$ cat config.mk
export PLATFORM = sky130hd
export DESIGN_NAME = csw_ctrl
export DESIGN_NICKNAME = d
export VERILOG_FILES = /design/src/csw_area_match.v /design/src/csw_wait_seq.v /design/src/csw_ctrl.v
export VERILOG_INCLUDE_DIRS = /design/src /design/src/src
export SDC_FILE = /design/constraint.sdc
export NUM_CORES = 1
export LEC_CHECK = 0
export BUFFER_PORTS_ARGS = -buffer_cell sky130_fd_sc_hd__buf_2
export CAP_MARGIN = 20
export CORE_ASPECT_RATIO = 1.4
export CORE_UTILIZATION = 50
export DETAILED_ROUTE_END_ITERATION = 12
export GPL_ROUTABILITY_DRIVEN = 0
export PLACE_DENSITY = 0.72
export SLEW_MARGIN = 0
export SYNTH_ARGS = -nofsm -noshare
export SYNTH_HDL_FRONTEND = slang
export SYNTH_SLANG_ARGS = --single-unit
$ cat constraint.sdc
create_clock -name clk -period 4.54 [get_ports clk]
set_input_delay 0.454 -clock clk [delete_from_list [all_inputs] [get_ports clk]]
set_output_delay 0.454 -clock clk [all_outputs]
set_load 0.01 [all_outputs]
$ cat src/csw_regs.vh
// Register map, field positions, reset values and decode constants
`ifndef CSW_REGS_VH
`define CSW_REGS_VH

// ----------------------------------------------------------------
// Register byte offsets
// ----------------------------------------------------------------
`define CSW_OFS_AREA0_CTRL   8'h00
`define CSW_OFS_AREA1_CTRL   8'h04
`define CSW_OFS_AREA2_CTRL   8'h08
`define CSW_OFS_AREA3_CTRL   8'h0c
`define CSW_OFS_DEFAULT_CTRL 8'h10
`define CSW_OFS_START0       8'h14
`define CSW_OFS_START1       8'h18
`define CSW_OFS_START2       8'h1c
`define CSW_OFS_START3       8'h20
`define CSW_OFS_MASK0        8'h24
`define CSW_OFS_MASK1        8'h28
`define CSW_OFS_MASK2        8'h2c
`define CSW_OFS_MASK3        8'h30
`define CSW_OFS_P6_FUNC      8'h34
`define CSW_OFS_P6_DIR       8'h38
`define CSW_OFS_P6_DATA      8'h3c
`define CSW_OFS_STATUS       8'h40

// ----------------------------------------------------------------
// Control register fields
// ----------------------------------------------------------------
`define CSW_WAIT_LSB         0
`define CSW_WAIT_MSB         2
`define CSW_BUS8_BIT         3
`define CSW_A2_DECODE_BIT    6
`define CSW_ENABLE_BIT       7

// ----------------------------------------------------------------
// Reset values
// ----------------------------------------------------------------
`define CSW_RST_AREA_CTRL    8'h00
`define CSW_RST_AREA2_CTRL   8'h80
`define CSW_RST_DEFAULT_CTRL 8'h00
`define CSW_RST_ADDR         8'h00
`define CSW_RST_P6           4'h0

// ----------------------------------------------------------------
// Wait codes and fixed wait counts
// ----------------------------------------------------------------
`define CSW_W_TWO            3'h0
`define CSW_W_ONE            3'h1
`define CSW_W_ONE_PIN        3'h2
`define CSW_W_ZERO           3'h3
`define CSW_W_ZERO_PIN       3'h4
`define CSW_W_THREE          3'h5
`define CSW_W_FOUR           3'h6
`define CSW_W_EIGHT          3'h7
`define CSW_CNT_0            4'h0
`define CSW_CNT_1            4'h1
`define CSW_CNT_2            4'h2
`define CSW_CNT_3            4'h3
`define CSW_CNT_4            4'h4
`define CSW_CNT_8            4'h8

// ----------------------------------------------------------------
// Address ranges
// ----------------------------------------------------------------
`define CSW_A2_FIX1_LO       24'h000fe0
`define CSW_A2_FIX1_HI       24'h000fff
`define CSW_A2_FIX2_LO       24'h003000
`define CSW_INT_IO_LO        24'h000000
`define CSW_INT_IO_HI        24'h0000ff
`define CSW_INT_RAM_LO       24'h001000
`define CSW_INT_RAM_HI       24'h002fff

`endif

$ cat src/csw_area_match.v
// Start address and mask comparison for one programmable area
`timescale 1ns/1ps
module csw_area_match (
  input  wire [23:0] addr,
  input  wire [7:0]  start_addr,
  input  wire [7:0]  addr_mask,
  output wire        hit
);
  // Masked bits of the top address byte are don't care
  assign hit = (((addr[23:16] ^ start_addr) & ~addr_mask) == 8'h00);
endmodule // csw_area_match

$ cat src/csw_wait_seq.v
// Wait state sequencer for one bus cycle
`timescale 1ns/1ps
`include "csw_regs.vh"
module csw_wait_seq (
  input  wire       clk,
  input  wire       resetn,
  input  wire       start,
  input  wire [2:0] wait_code,
  input  wire       wait_n,
  output wire       busy,
  output wire       done
);
  reg       busy_reg;
  reg [3:0] cnt_reg;
  reg       samp_reg;
  reg [3:0] load_cnt;
  reg       load_samp;

  // ----------------------------------------------------------------
  // Wait code decode
  // ----------------------------------------------------------------
  always @* begin
    load_cnt  = `CSW_CNT_0;
    load_samp = 1'b0;
    case (wait_code)
      // Two fixed
      `CSW_W_TWO:      load_cnt = `CSW_CNT_2;
      // One fixed
      `CSW_W_ONE:      load_cnt = `CSW_CNT_1;
      // One then pin
      `CSW_W_ONE_PIN: begin
        load_cnt  = `CSW_CNT_1;
        load_samp = 1'b1;
      end
      // No waits
      `CSW_W_ZERO:     load_cnt = `CSW_CNT_0;
      // Pin only
      `CSW_W_ZERO_PIN: load_samp = 1'b1;
      // Long fixed
      `CSW_W_THREE:    load_cnt = `CSW_CNT_3;
      `CSW_W_FOUR:     load_cnt = `CSW_CNT_4;
      `CSW_W_EIGHT:    load_cnt = `CSW_CNT_8;
      default:         load_cnt = `CSW_CNT_2;
    endcase
  end

  // ----------------------------------------------------------------
  // Cycle counter
  // ----------------------------------------------------------------
  // Waits per area
  assign done = busy_reg && (cnt_reg == `CSW_CNT_0) &&
                (!samp_reg || wait_n);
  assign busy = busy_reg;

  always @(posedge clk) begin
    if (!resetn) begin
      busy_reg <= 1'b0;
      cnt_reg  <= `CSW_CNT_0;
      samp_reg <= 1'b0;
    end else if (!busy_reg) begin
      if (start) begin
        busy_reg <= 1'b1;
        cnt_reg  <= load_cnt;
        samp_reg <= load_samp;
      end
    end else if (cnt_reg != `CSW_CNT_0) begin
      cnt_reg <= cnt_reg - `CSW_CNT_1;
    end else if (done) begin
      busy_reg <= 1'b0;
      samp_reg <= 1'b0;
    end
  end
endmodule // csw_wait_seq

$ cat src/csw_ctrl.v
// Chip select and wait control with APB register access
//
// Decided for this implementation: the register addresses and the APB register port.
`timescale 1ns/1ps
`include "csw_regs.vh"

// How it works
// Three low control bits pick the wait count for each area.
// Code 000 gives exactly two waits, wait pin ignored.
// Code 001 gives exactly one wait, wait pin ignored.
// Code 010 gives one wait then stretches while wait pin is low.
// Code 011 ends the cycle with no waits, wait pin ignored.
// Code 100 stretches at once while the wait pin is low.
// Codes 101, 110, 111 give three, four and eight fixed waits.
// Software writes only the eight listed wait codes.
// Reset puts every wait field at 000.
// Unmatched addresses use the always-on default area settings.
// Area 2 bit 6 picks fixed ranges or start and mask decode.
// Reset clears the area 2 decode select bit.
// Software sets start, then mask, then control registers.
// A chip select reaches its pin only when its function bit is 1.
// Internal I/O or RAM addresses assert no chip select.
// Reset clears port 6 function and direction registers.
// Bit 7 enables an area; only area 2 is enabled after reset.
// Bit 3 selects bus width: 0 is 16 bits, 1 is 8 bits.
// Software avoids read-modify-write on the control registers.
// Chip select holds low for the whole cycle including waits.
// Area 0 wins over 1, 2 and 3 when several match.
module csw_ctrl (
  input  wire        clk,
  input  wire        resetn,
  input  wire [7:0]  paddr,
  input  wire        psel,
  input  wire        penable,
  input  wire        pwrite,
  input  wire [31:0] pwdata,
  output reg  [31:0] prdata,
  output wire        pready,
  output reg         pslverr,
  input  wire        cpu_start,
  input  wire [23:0] cpu_addr,
  output wire        cpu_ready,
  output wire        cpu_done,
  output wire        cpu_bus8,
  output wire        cpu_internal,
  input  wire        wait_n,
  output wire [3:0]  p6_out,
  output wire [3:0]  p6_oe_n
);

  // ----------------------------------------------------------------
  // Declarations
  // ----------------------------------------------------------------
  reg  [7:0] ctrl_reg [0:3];
  reg  [7:0] start_reg [0:3];
  reg  [7:0] mask_reg [0:3];
  reg  [7:0] default_ctrl_reg;
  reg  [3:0] p6_func_reg;
  reg  [3:0] p6_dir_reg;
  reg  [3:0] p6_data_reg;
  reg  [3:0] cs_active_reg;
  reg        bus8_reg;
  reg        internal_reg;
  wire [3:0] area_hit;
  wire [3:0] area_en;
  wire [3:0] area_sel;
  wire       a2_fixed_hit;
  wire       in_internal;
  wire       apb_wr;
  wire       apb_rd;
  wire       seq_busy;
  wire       seq_done;
  wire       take;
  reg  [7:0] sel_ctrl;
  reg  [3:0] sel_onehot;
  reg        addr_ok;
  integer    i;

  // ----------------------------------------------------------------
  // APB strobes
  // ----------------------------------------------------------------
  assign pready = 1'b1;
  assign apb_wr = psel && penable && pwrite;
  assign apb_rd = psel && penable && !pwrite;

  // ----------------------------------------------------------------
  // Address check
  // ----------------------------------------------------------------
  always @* begin
    case (paddr)
      `CSW_OFS_AREA0_CTRL:   addr_ok = 1'b1;
      `CSW_OFS_AREA1_CTRL:   addr_ok = 1'b1;
      `CSW_OFS_AREA2_CTRL:   addr_ok = 1'b1;
      `CSW_OFS_AREA3_CTRL:   addr_ok = 1'b1;
      `CSW_OFS_DEFAULT_CTRL: addr_ok = 1'b1;
      `CSW_OFS_START0:       addr_ok = 1'b1;
      `CSW_OFS_START1:       addr_ok = 1'b1;
      `CSW_OFS_START2:       addr_ok = 1'b1;
      `CSW_OFS_START3:       addr_ok = 1'b1;
      `CSW_OFS_MASK0:        addr_ok = 1'b1;
      `CSW_OFS_MASK1:        addr_ok = 1'b1;
      `CSW_OFS_MASK2:        addr_ok = 1'b1;
      `CSW_OFS_MASK3:        addr_ok = 1'b1;
      `CSW_OFS_P6_FUNC:      addr_ok = 1'b1;
      `CSW_OFS_P6_DIR:       addr_ok = 1'b1;
      `CSW_OFS_P6_DATA:      addr_ok = 1'b1;
      `CSW_OFS_STATUS:       addr_ok = 1'b1;
      default:               addr_ok = 1'b0;
    endcase
  end

  // ----------------------------------------------------------------
  // Area control registers
  // ----------------------------------------------------------------
  always @(posedge clk) begin
    if (!resetn) begin
      // Wait fields to 000
      // Only area 2 enabled
      // Fixed area 2 decode
      ctrl_reg[0]      <= `CSW_RST_AREA_CTRL;
      ctrl_reg[1]      <= `CSW_RST_AREA_CTRL;
      ctrl_reg[2]      <= `CSW_RST_AREA2_CTRL;
      ctrl_reg[3]      <= `CSW_RST_AREA_CTRL;
      default_ctrl_reg <= `CSW_RST_DEFAULT_CTRL;
    end else if (apb_wr) begin
      case (paddr)
        `CSW_OFS_AREA0_CTRL:   ctrl_reg[0]      <= pwdata[7:0];
        `CSW_OFS_AREA1_CTRL:   ctrl_reg[1]      <= pwdata[7:0];
        `CSW_OFS_AREA2_CTRL:   ctrl_reg[2]      <= pwdata[7:0];
        `CSW_OFS_AREA3_CTRL:   ctrl_reg[3]      <= pwdata[7:0];
        `CSW_OFS_DEFAULT_CTRL: default_ctrl_reg <= pwdata[7:0];
        default: begin
        end
      endcase
    end
  end

  // ----------------------------------------------------------------
  // Start address and mask registers
  // ----------------------------------------------------------------
  always @(posedge clk) begin
    if (!resetn) begin
      for (i = 0; i < 4; i = i + 1) begin
        start_reg[i] <= `CSW_RST_ADDR;
        mask_reg[i]  <= `CSW_RST_ADDR;
      end
    end else if (apb_wr) begin
      case (paddr)
        `CSW_OFS_START0: start_reg[0] <= pwdata[7:0];
        `CSW_OFS_START1: start_reg[1] <= pwdata[7:0];
        `CSW_OFS_START2: start_reg[2] <= pwdata[7:0];
        `CSW_OFS_START3: start_reg[3] <= pwdata[7:0];
        `CSW_OFS_MASK0:  mask_reg[0]  <= pwdata[7:0];
        `CSW_OFS_MASK1:  mask_reg[1]  <= pwdata[7:0];
        `CSW_OFS_MASK2:  mask_reg[2]  <= pwdata[7:0];
        `CSW_OFS_MASK3:  mask_reg[3]  <= pwdata[7:0];
        default: begin
        end
      endcase
    end
  end

  // ----------------------------------------------------------------
  // Port 6 registers
  // ----------------------------------------------------------------
  always @(posedge clk) begin
    if (!resetn) begin
      // Port 6 cleared
      p6_func_reg <= `CSW_RST_P6;
      p6_dir_reg  <= `CSW_RST_P6;
      p6_data_reg <= `CSW_RST_P6;
    end else if (apb_wr) begin
      case (paddr)
        `CSW_OFS_P6_FUNC: p6_func_reg <= pwdata[3:0];
        `CSW_OFS_P6_DIR:  p6_dir_reg  <= pwdata[3:0];
        `CSW_OFS_P6_DATA: p6_data_reg <= pwdata[3:0];
        default: begin
        end
      endcase
    end
  end

  // ----------------------------------------------------------------
  // APB read data and error
  // ----------------------------------------------------------------
  always @(posedge clk) begin
    if (!resetn) begin
      prdata  <= 32'h00000000;
      pslverr <= 1'b0;
    end else begin
      prdata  <= 32'h00000000;
      pslverr <= psel && !penable && !addr_ok;
      if (psel && !penable && !pwrite) begin
        case (paddr)
          `CSW_OFS_P6_FUNC: prdata[3:0] <= p6_func_reg;
          `CSW_OFS_P6_DIR:  prdata[3:0] <= p6_dir_reg;
          `CSW_OFS_P6_DATA: prdata[3:0] <= p6_data_reg;
          `CSW_OFS_STATUS: begin
            prdata[0]   <= seq_busy;
            prdata[4:1] <= cs_active_reg;
            prdata[5]   <= bus8_reg;
            prdata[6]   <= internal_reg;
          end
          default: begin
          end
        endcase
      end
    end
  end

  // ----------------------------------------------------------------
  // Area decode
  // ----------------------------------------------------------------
  genvar g;
  generate
    for (g = 0; g < 4; g = g + 1) begin : area
      csw_area_match u_match (
        .addr       (cpu_addr),
        .start_addr (start_reg[g]),
        .addr_mask  (mask_reg[g]),
        .hit        (area_hit[g])
      );
      // Master enable
      assign area_en[g] = ctrl_reg[g][`CSW_ENABLE_BIT];
    end
  endgenerate

  assign a2_fixed_hit =
    ((cpu_addr >= `CSW_A2_FIX1_LO) && (cpu_addr <= `CSW_A2_FIX1_HI)) ||
    (cpu_addr >= `CSW_A2_FIX2_LO);

  assign in_internal =
    ((cpu_addr >= `CSW_INT_IO_LO) && (cpu_addr <= `CSW_INT_IO_HI)) ||
    ((cpu_addr >= `CSW_INT_RAM_LO) && (cpu_addr <= `CSW_INT_RAM_HI));

  assign area_sel[0] = area_en[0] && area_hit[0];
  assign area_sel[1] = area_en[1] && area_hit[1];
  // Area 2 decode mode
  assign area_sel[2] = area_en[2] &&
    (ctrl_reg[2][`CSW_A2_DECODE_BIT] ? area_hit[2] : a2_fixed_hit);
  assign area_sel[3] = area_en[3] && area_hit[3];

  // ----------------------------------------------------------------
  // Priority select
  // ----------------------------------------------------------------
  always @* begin
    sel_onehot = 4'h0;
    // Default area settings
    sel_ctrl   = default_ctrl_reg;
    // Fixed priority
    if (area_sel[0]) begin
      sel_onehot = 4'h1;
      sel_ctrl   = ctrl_reg[0];
    end else if (area_sel[1]) begin
      sel_onehot = 4'h2;
      sel_ctrl   = ctrl_reg[1];
    end else if (area_sel[2]) begin
      sel_onehot = 4'h4;
      sel_ctrl   = ctrl_reg[2];
    end else if (area_sel[3]) begin
      sel_onehot = 4'h8;
      sel_ctrl   = ctrl_reg[3];
    end
  end

  // ----------------------------------------------------------------
  // Bus cycle sequencing
  // ----------------------------------------------------------------
  assign cpu_ready = !seq_busy;
  assign take      = cpu_start && !seq_busy;

  csw_wait_seq u_seq (
    .clk       (clk),
    .resetn    (resetn),
    .start     (take),
    .wait_code (sel_ctrl[`CSW_WAIT_MSB:`CSW_WAIT_LSB]),
    .wait_n    (wait_n),
    .busy      (seq_busy),
    .done      (seq_done)
  );

  assign cpu_done = seq_done;

  always @(posedge clk) begin
    if (!resetn) begin
      cs_active_reg <= 4'h0;
      bus8_reg      <= 1'b0;
      internal_reg  <= 1'b0;
    end else if (take) begin
      // Internal space blocks selects
      cs_active_reg <= in_internal ? 4'h0 : sel_onehot;
      // Bus width
      bus8_reg      <= sel_ctrl[`CSW_BUS8_BIT];
      internal_reg  <= in_internal;
    end else if (seq_done) begin
      // Held to cycle end
      cs_active_reg <= 4'h0;
    end
  end

  assign cpu_bus8     = bus8_reg;
  assign cpu_internal = internal_reg;

  // ----------------------------------------------------------------
  // Shared pins
  // ----------------------------------------------------------------
  generate
    for (g = 0; g < 4; g = g + 1) begin : pin
      // Function bit gates select
      assign p6_out[g]  = p6_func_reg[g] ? ~cs_active_reg[g]
                                         : p6_data_reg[g];
      assign p6_oe_n[g] = ~(p6_func_reg[g] | p6_dir_reg[g]);
    end
  endgenerate

endmodule // csw_ctrl

==> out/metrics.cfg <==
[power]
power.leakage_nw = 2.47
p_seq_share_pct = 47.4
switching_share_pct = 22.9
intPower_mw = 2.04
cellPowerDensity_mw_per_mm2 = 395
p_clk_share_pct = 43.4
combinationalPowerShare_pct = 9.2
peakVddDrop_v = 0.000260
p_sw_mw = 0.606

[yosys]
synth_largest_area_cell = edfxtp_1
syn_area_sq_mm = 0.00587
ys_top_cells_by_count = and2_1, edfxtp_1, nor2_1
yosysWarnings = 0
synthArstFlopShare_pct = 0
ys_top_cells_by_area = edfxtp_1, dfxtp_1, and2_1
synth_top_area_share_pct = 43.5
ys_ff_latch = 121
seq_area_frac_synth_pct = 55.8
synthFlopType = edfxtp_1
syn_inst = 548
synth_cell_types = 56
avgSynthCellArea_sq_um = 10.7
synth_edf_count = 85

[placement]
dp_hpwl_um = 9550
dpl_cell_area_sq_mm = 0.00615
place_inst = 733
dp_slack_ps = 1490
portBuffers = 61

[critical_path]
worstPathRequired_ps = 4870
path_max_fanout = 6
start_kind = flop
cp.arrival_ps = 3090
criticalPathCategory = flop to flop
reg2reg_slack_ps = 1780
end_kind = flop

[layout]
antennaDiodeCount = 0
final_area_sq_mm = 0.00670
nets = 687
drive_above_1_share_pct = 16.2
n_fill_cell = 1018
final_cells = 772
area_delta_synth_final_pct = 14.1

[sta]
clock.fmax_mhz = 362
fin_skew_ps = 5.45
worst_slack_ps = 1780
setup_viol = 0
final.period_utilization_pct = 60.8
fin_tns_setup_ps = 0
finalHoldViolCount = 0
max_slew_margin_pct = 28.9
grt_setup_unrepaired = no
fin_crit_ps = 2760
worstMarginPinSlew_ps = 1060
final_max_slew_viol_count = 0

[clock_network]
postCtsSetupBuffers = 0
htreeDepth = 4
cts_tree = done
post_cts_resized = 0
cts_buffers = 17
worst_skew_pair.late_latency_ps = 400
cts.reportedPaths.clkPinSlew_ps = 50
cts.sinks = 121
clockBufferDepth = 2
cts_hold_buffers = 0
root_buffer = clkbuf_16

[route]
vias_per_cell = 5.51
drtPass1Iterations = 9
vias = 4252
detail_route.wl_per_cell_um = 17.2
route.detailed.drc = 0
drt_iter0_drc = 179
wl_um = 13200
route.antenna.remaining_nets = 0

[floorplanning]
core_sq_mm = 0.0114
num_io_pins = 117
dieArea_sq_mm = 0.0122
die_y_um = 130
initial_core_util_pct = 51.5
die_w_um = 93.6
row_count = 46

[global_routing]
gr-total-overflow = 0
grt_pass1_wl_um = 20700
grt_usage_pct = 23.2
grt_max_degree = 26
antenna_found_initial = 0
grt_pass1_vias = 4142

[run_status]
outcome = finished clean

[flow_run]
drv_cap = 0

[hold_path]
hold_class = primary input to flop

power by group through the flow:
stage	sequential (mW)	clock (mW)	combinational [mW]
after floorplan	1.27	0	0.184
after global placement	1.27	0	0.230
after CTS	1.26	1.17	0.239
final	1.26	1.15	0.242
after detailed placement	1.28	0	0.238
after global routing	1.26	1.21	0.269
layer usage:
metal | vias to the layer above | share of wire [%] | GRT usage (%)
met5 | - | 0 | 0
met4 | 0 | 2.9 | 10.9
met3 | 35 | 6.2 | 5.07
met2 | 185 | 51 | 42.0
met1 | 1997 | 39 | 25.9
li1 | 2035 | - | -
cells in the final DEF (no fill, tap or decap), types with 4 or more instances in the layout:
cell       Yosys  layout
nor2b_1        4       4
buf_2          4      67
dfxtp_1       36      36
o22ai_1       11      11
o21ai_0       21      21
mux2i_1       10      10
nor3_1         7       7
o211ai_1       5       5
a21oi_1       23      23
nor4_1         6       6
nand3_1       32      32
clkbuf_16      0      17
edfxtp_1      85      85
a222oi_1       4       4
clkinv_2       0       5
conb_1         2      26
nand3b_1       5       5
inv_1         11      11
and2_1        85      85
nand2_1       31      31
and3_1         5       5
xnor2_1       31      31
clkbuf_1      12       8
nor2_1        43      43
worst max-delay path: stages (launching register included):
cell,delay [ps]
edfxtp_1,370
xnor2_1,150
o22ai_1,120
o41a_1,520
or2_1,320
a31oi_1,260
o21ai_1,230
or4b_1,560
a21oi_1,150
final cells by class:
cell class / instances / area [sq um] / share of cell area [%]
inverters: 11 / 41.3 / 0.617
repair buffers: 70 / 355 / 5.31
well taps: 144 / 180 / 2.69
multi-input cells: 394 / 2340 / 34.9
clock inverters: 5 / 25.0 / 0.374
clock buffers: 27 / 483 / 7.21
flip-flops and latches: 121 / 3270 / 48.9
worst paths after layout:
path,start,end,depth (start not counted)
max,start_reg[2][0],u_seq.cnt_reg[2],8
min,psel,pslverr,3
max reg2reg,start_reg[2][0],u_seq.cnt_reg[2],8
min reg2reg,p6_dir_reg[1],p6_dir_reg[1],2
stage by stage:
step	power (mW)	hold WS, ps	utilization (%)
after floorplan	1.45	435	-
after global placement	1.50	456	53.9
after detailed placement	1.51	463	54.0
after CTS	2.66	347	58.4
after global routing	2.74	395	58.8
final	2.65	365	58.8
cells by family after synthesis:
family / count (synthesis) / synth area share, %
AOI/OAI and AO/OA: 82 / 8.74
and+or+nand+nor: 239 / 21.9
DFF: 121 / 55.8
adders and majority gates: 1 / 0.213
other: 2 / 0.128
muxes: 12 / 2.09
buffers and inverters: 57 / 5.91
xor gates and xnor gates: 34 / 5.20
No activity file was read; power rests on OpenSTA's default activity.
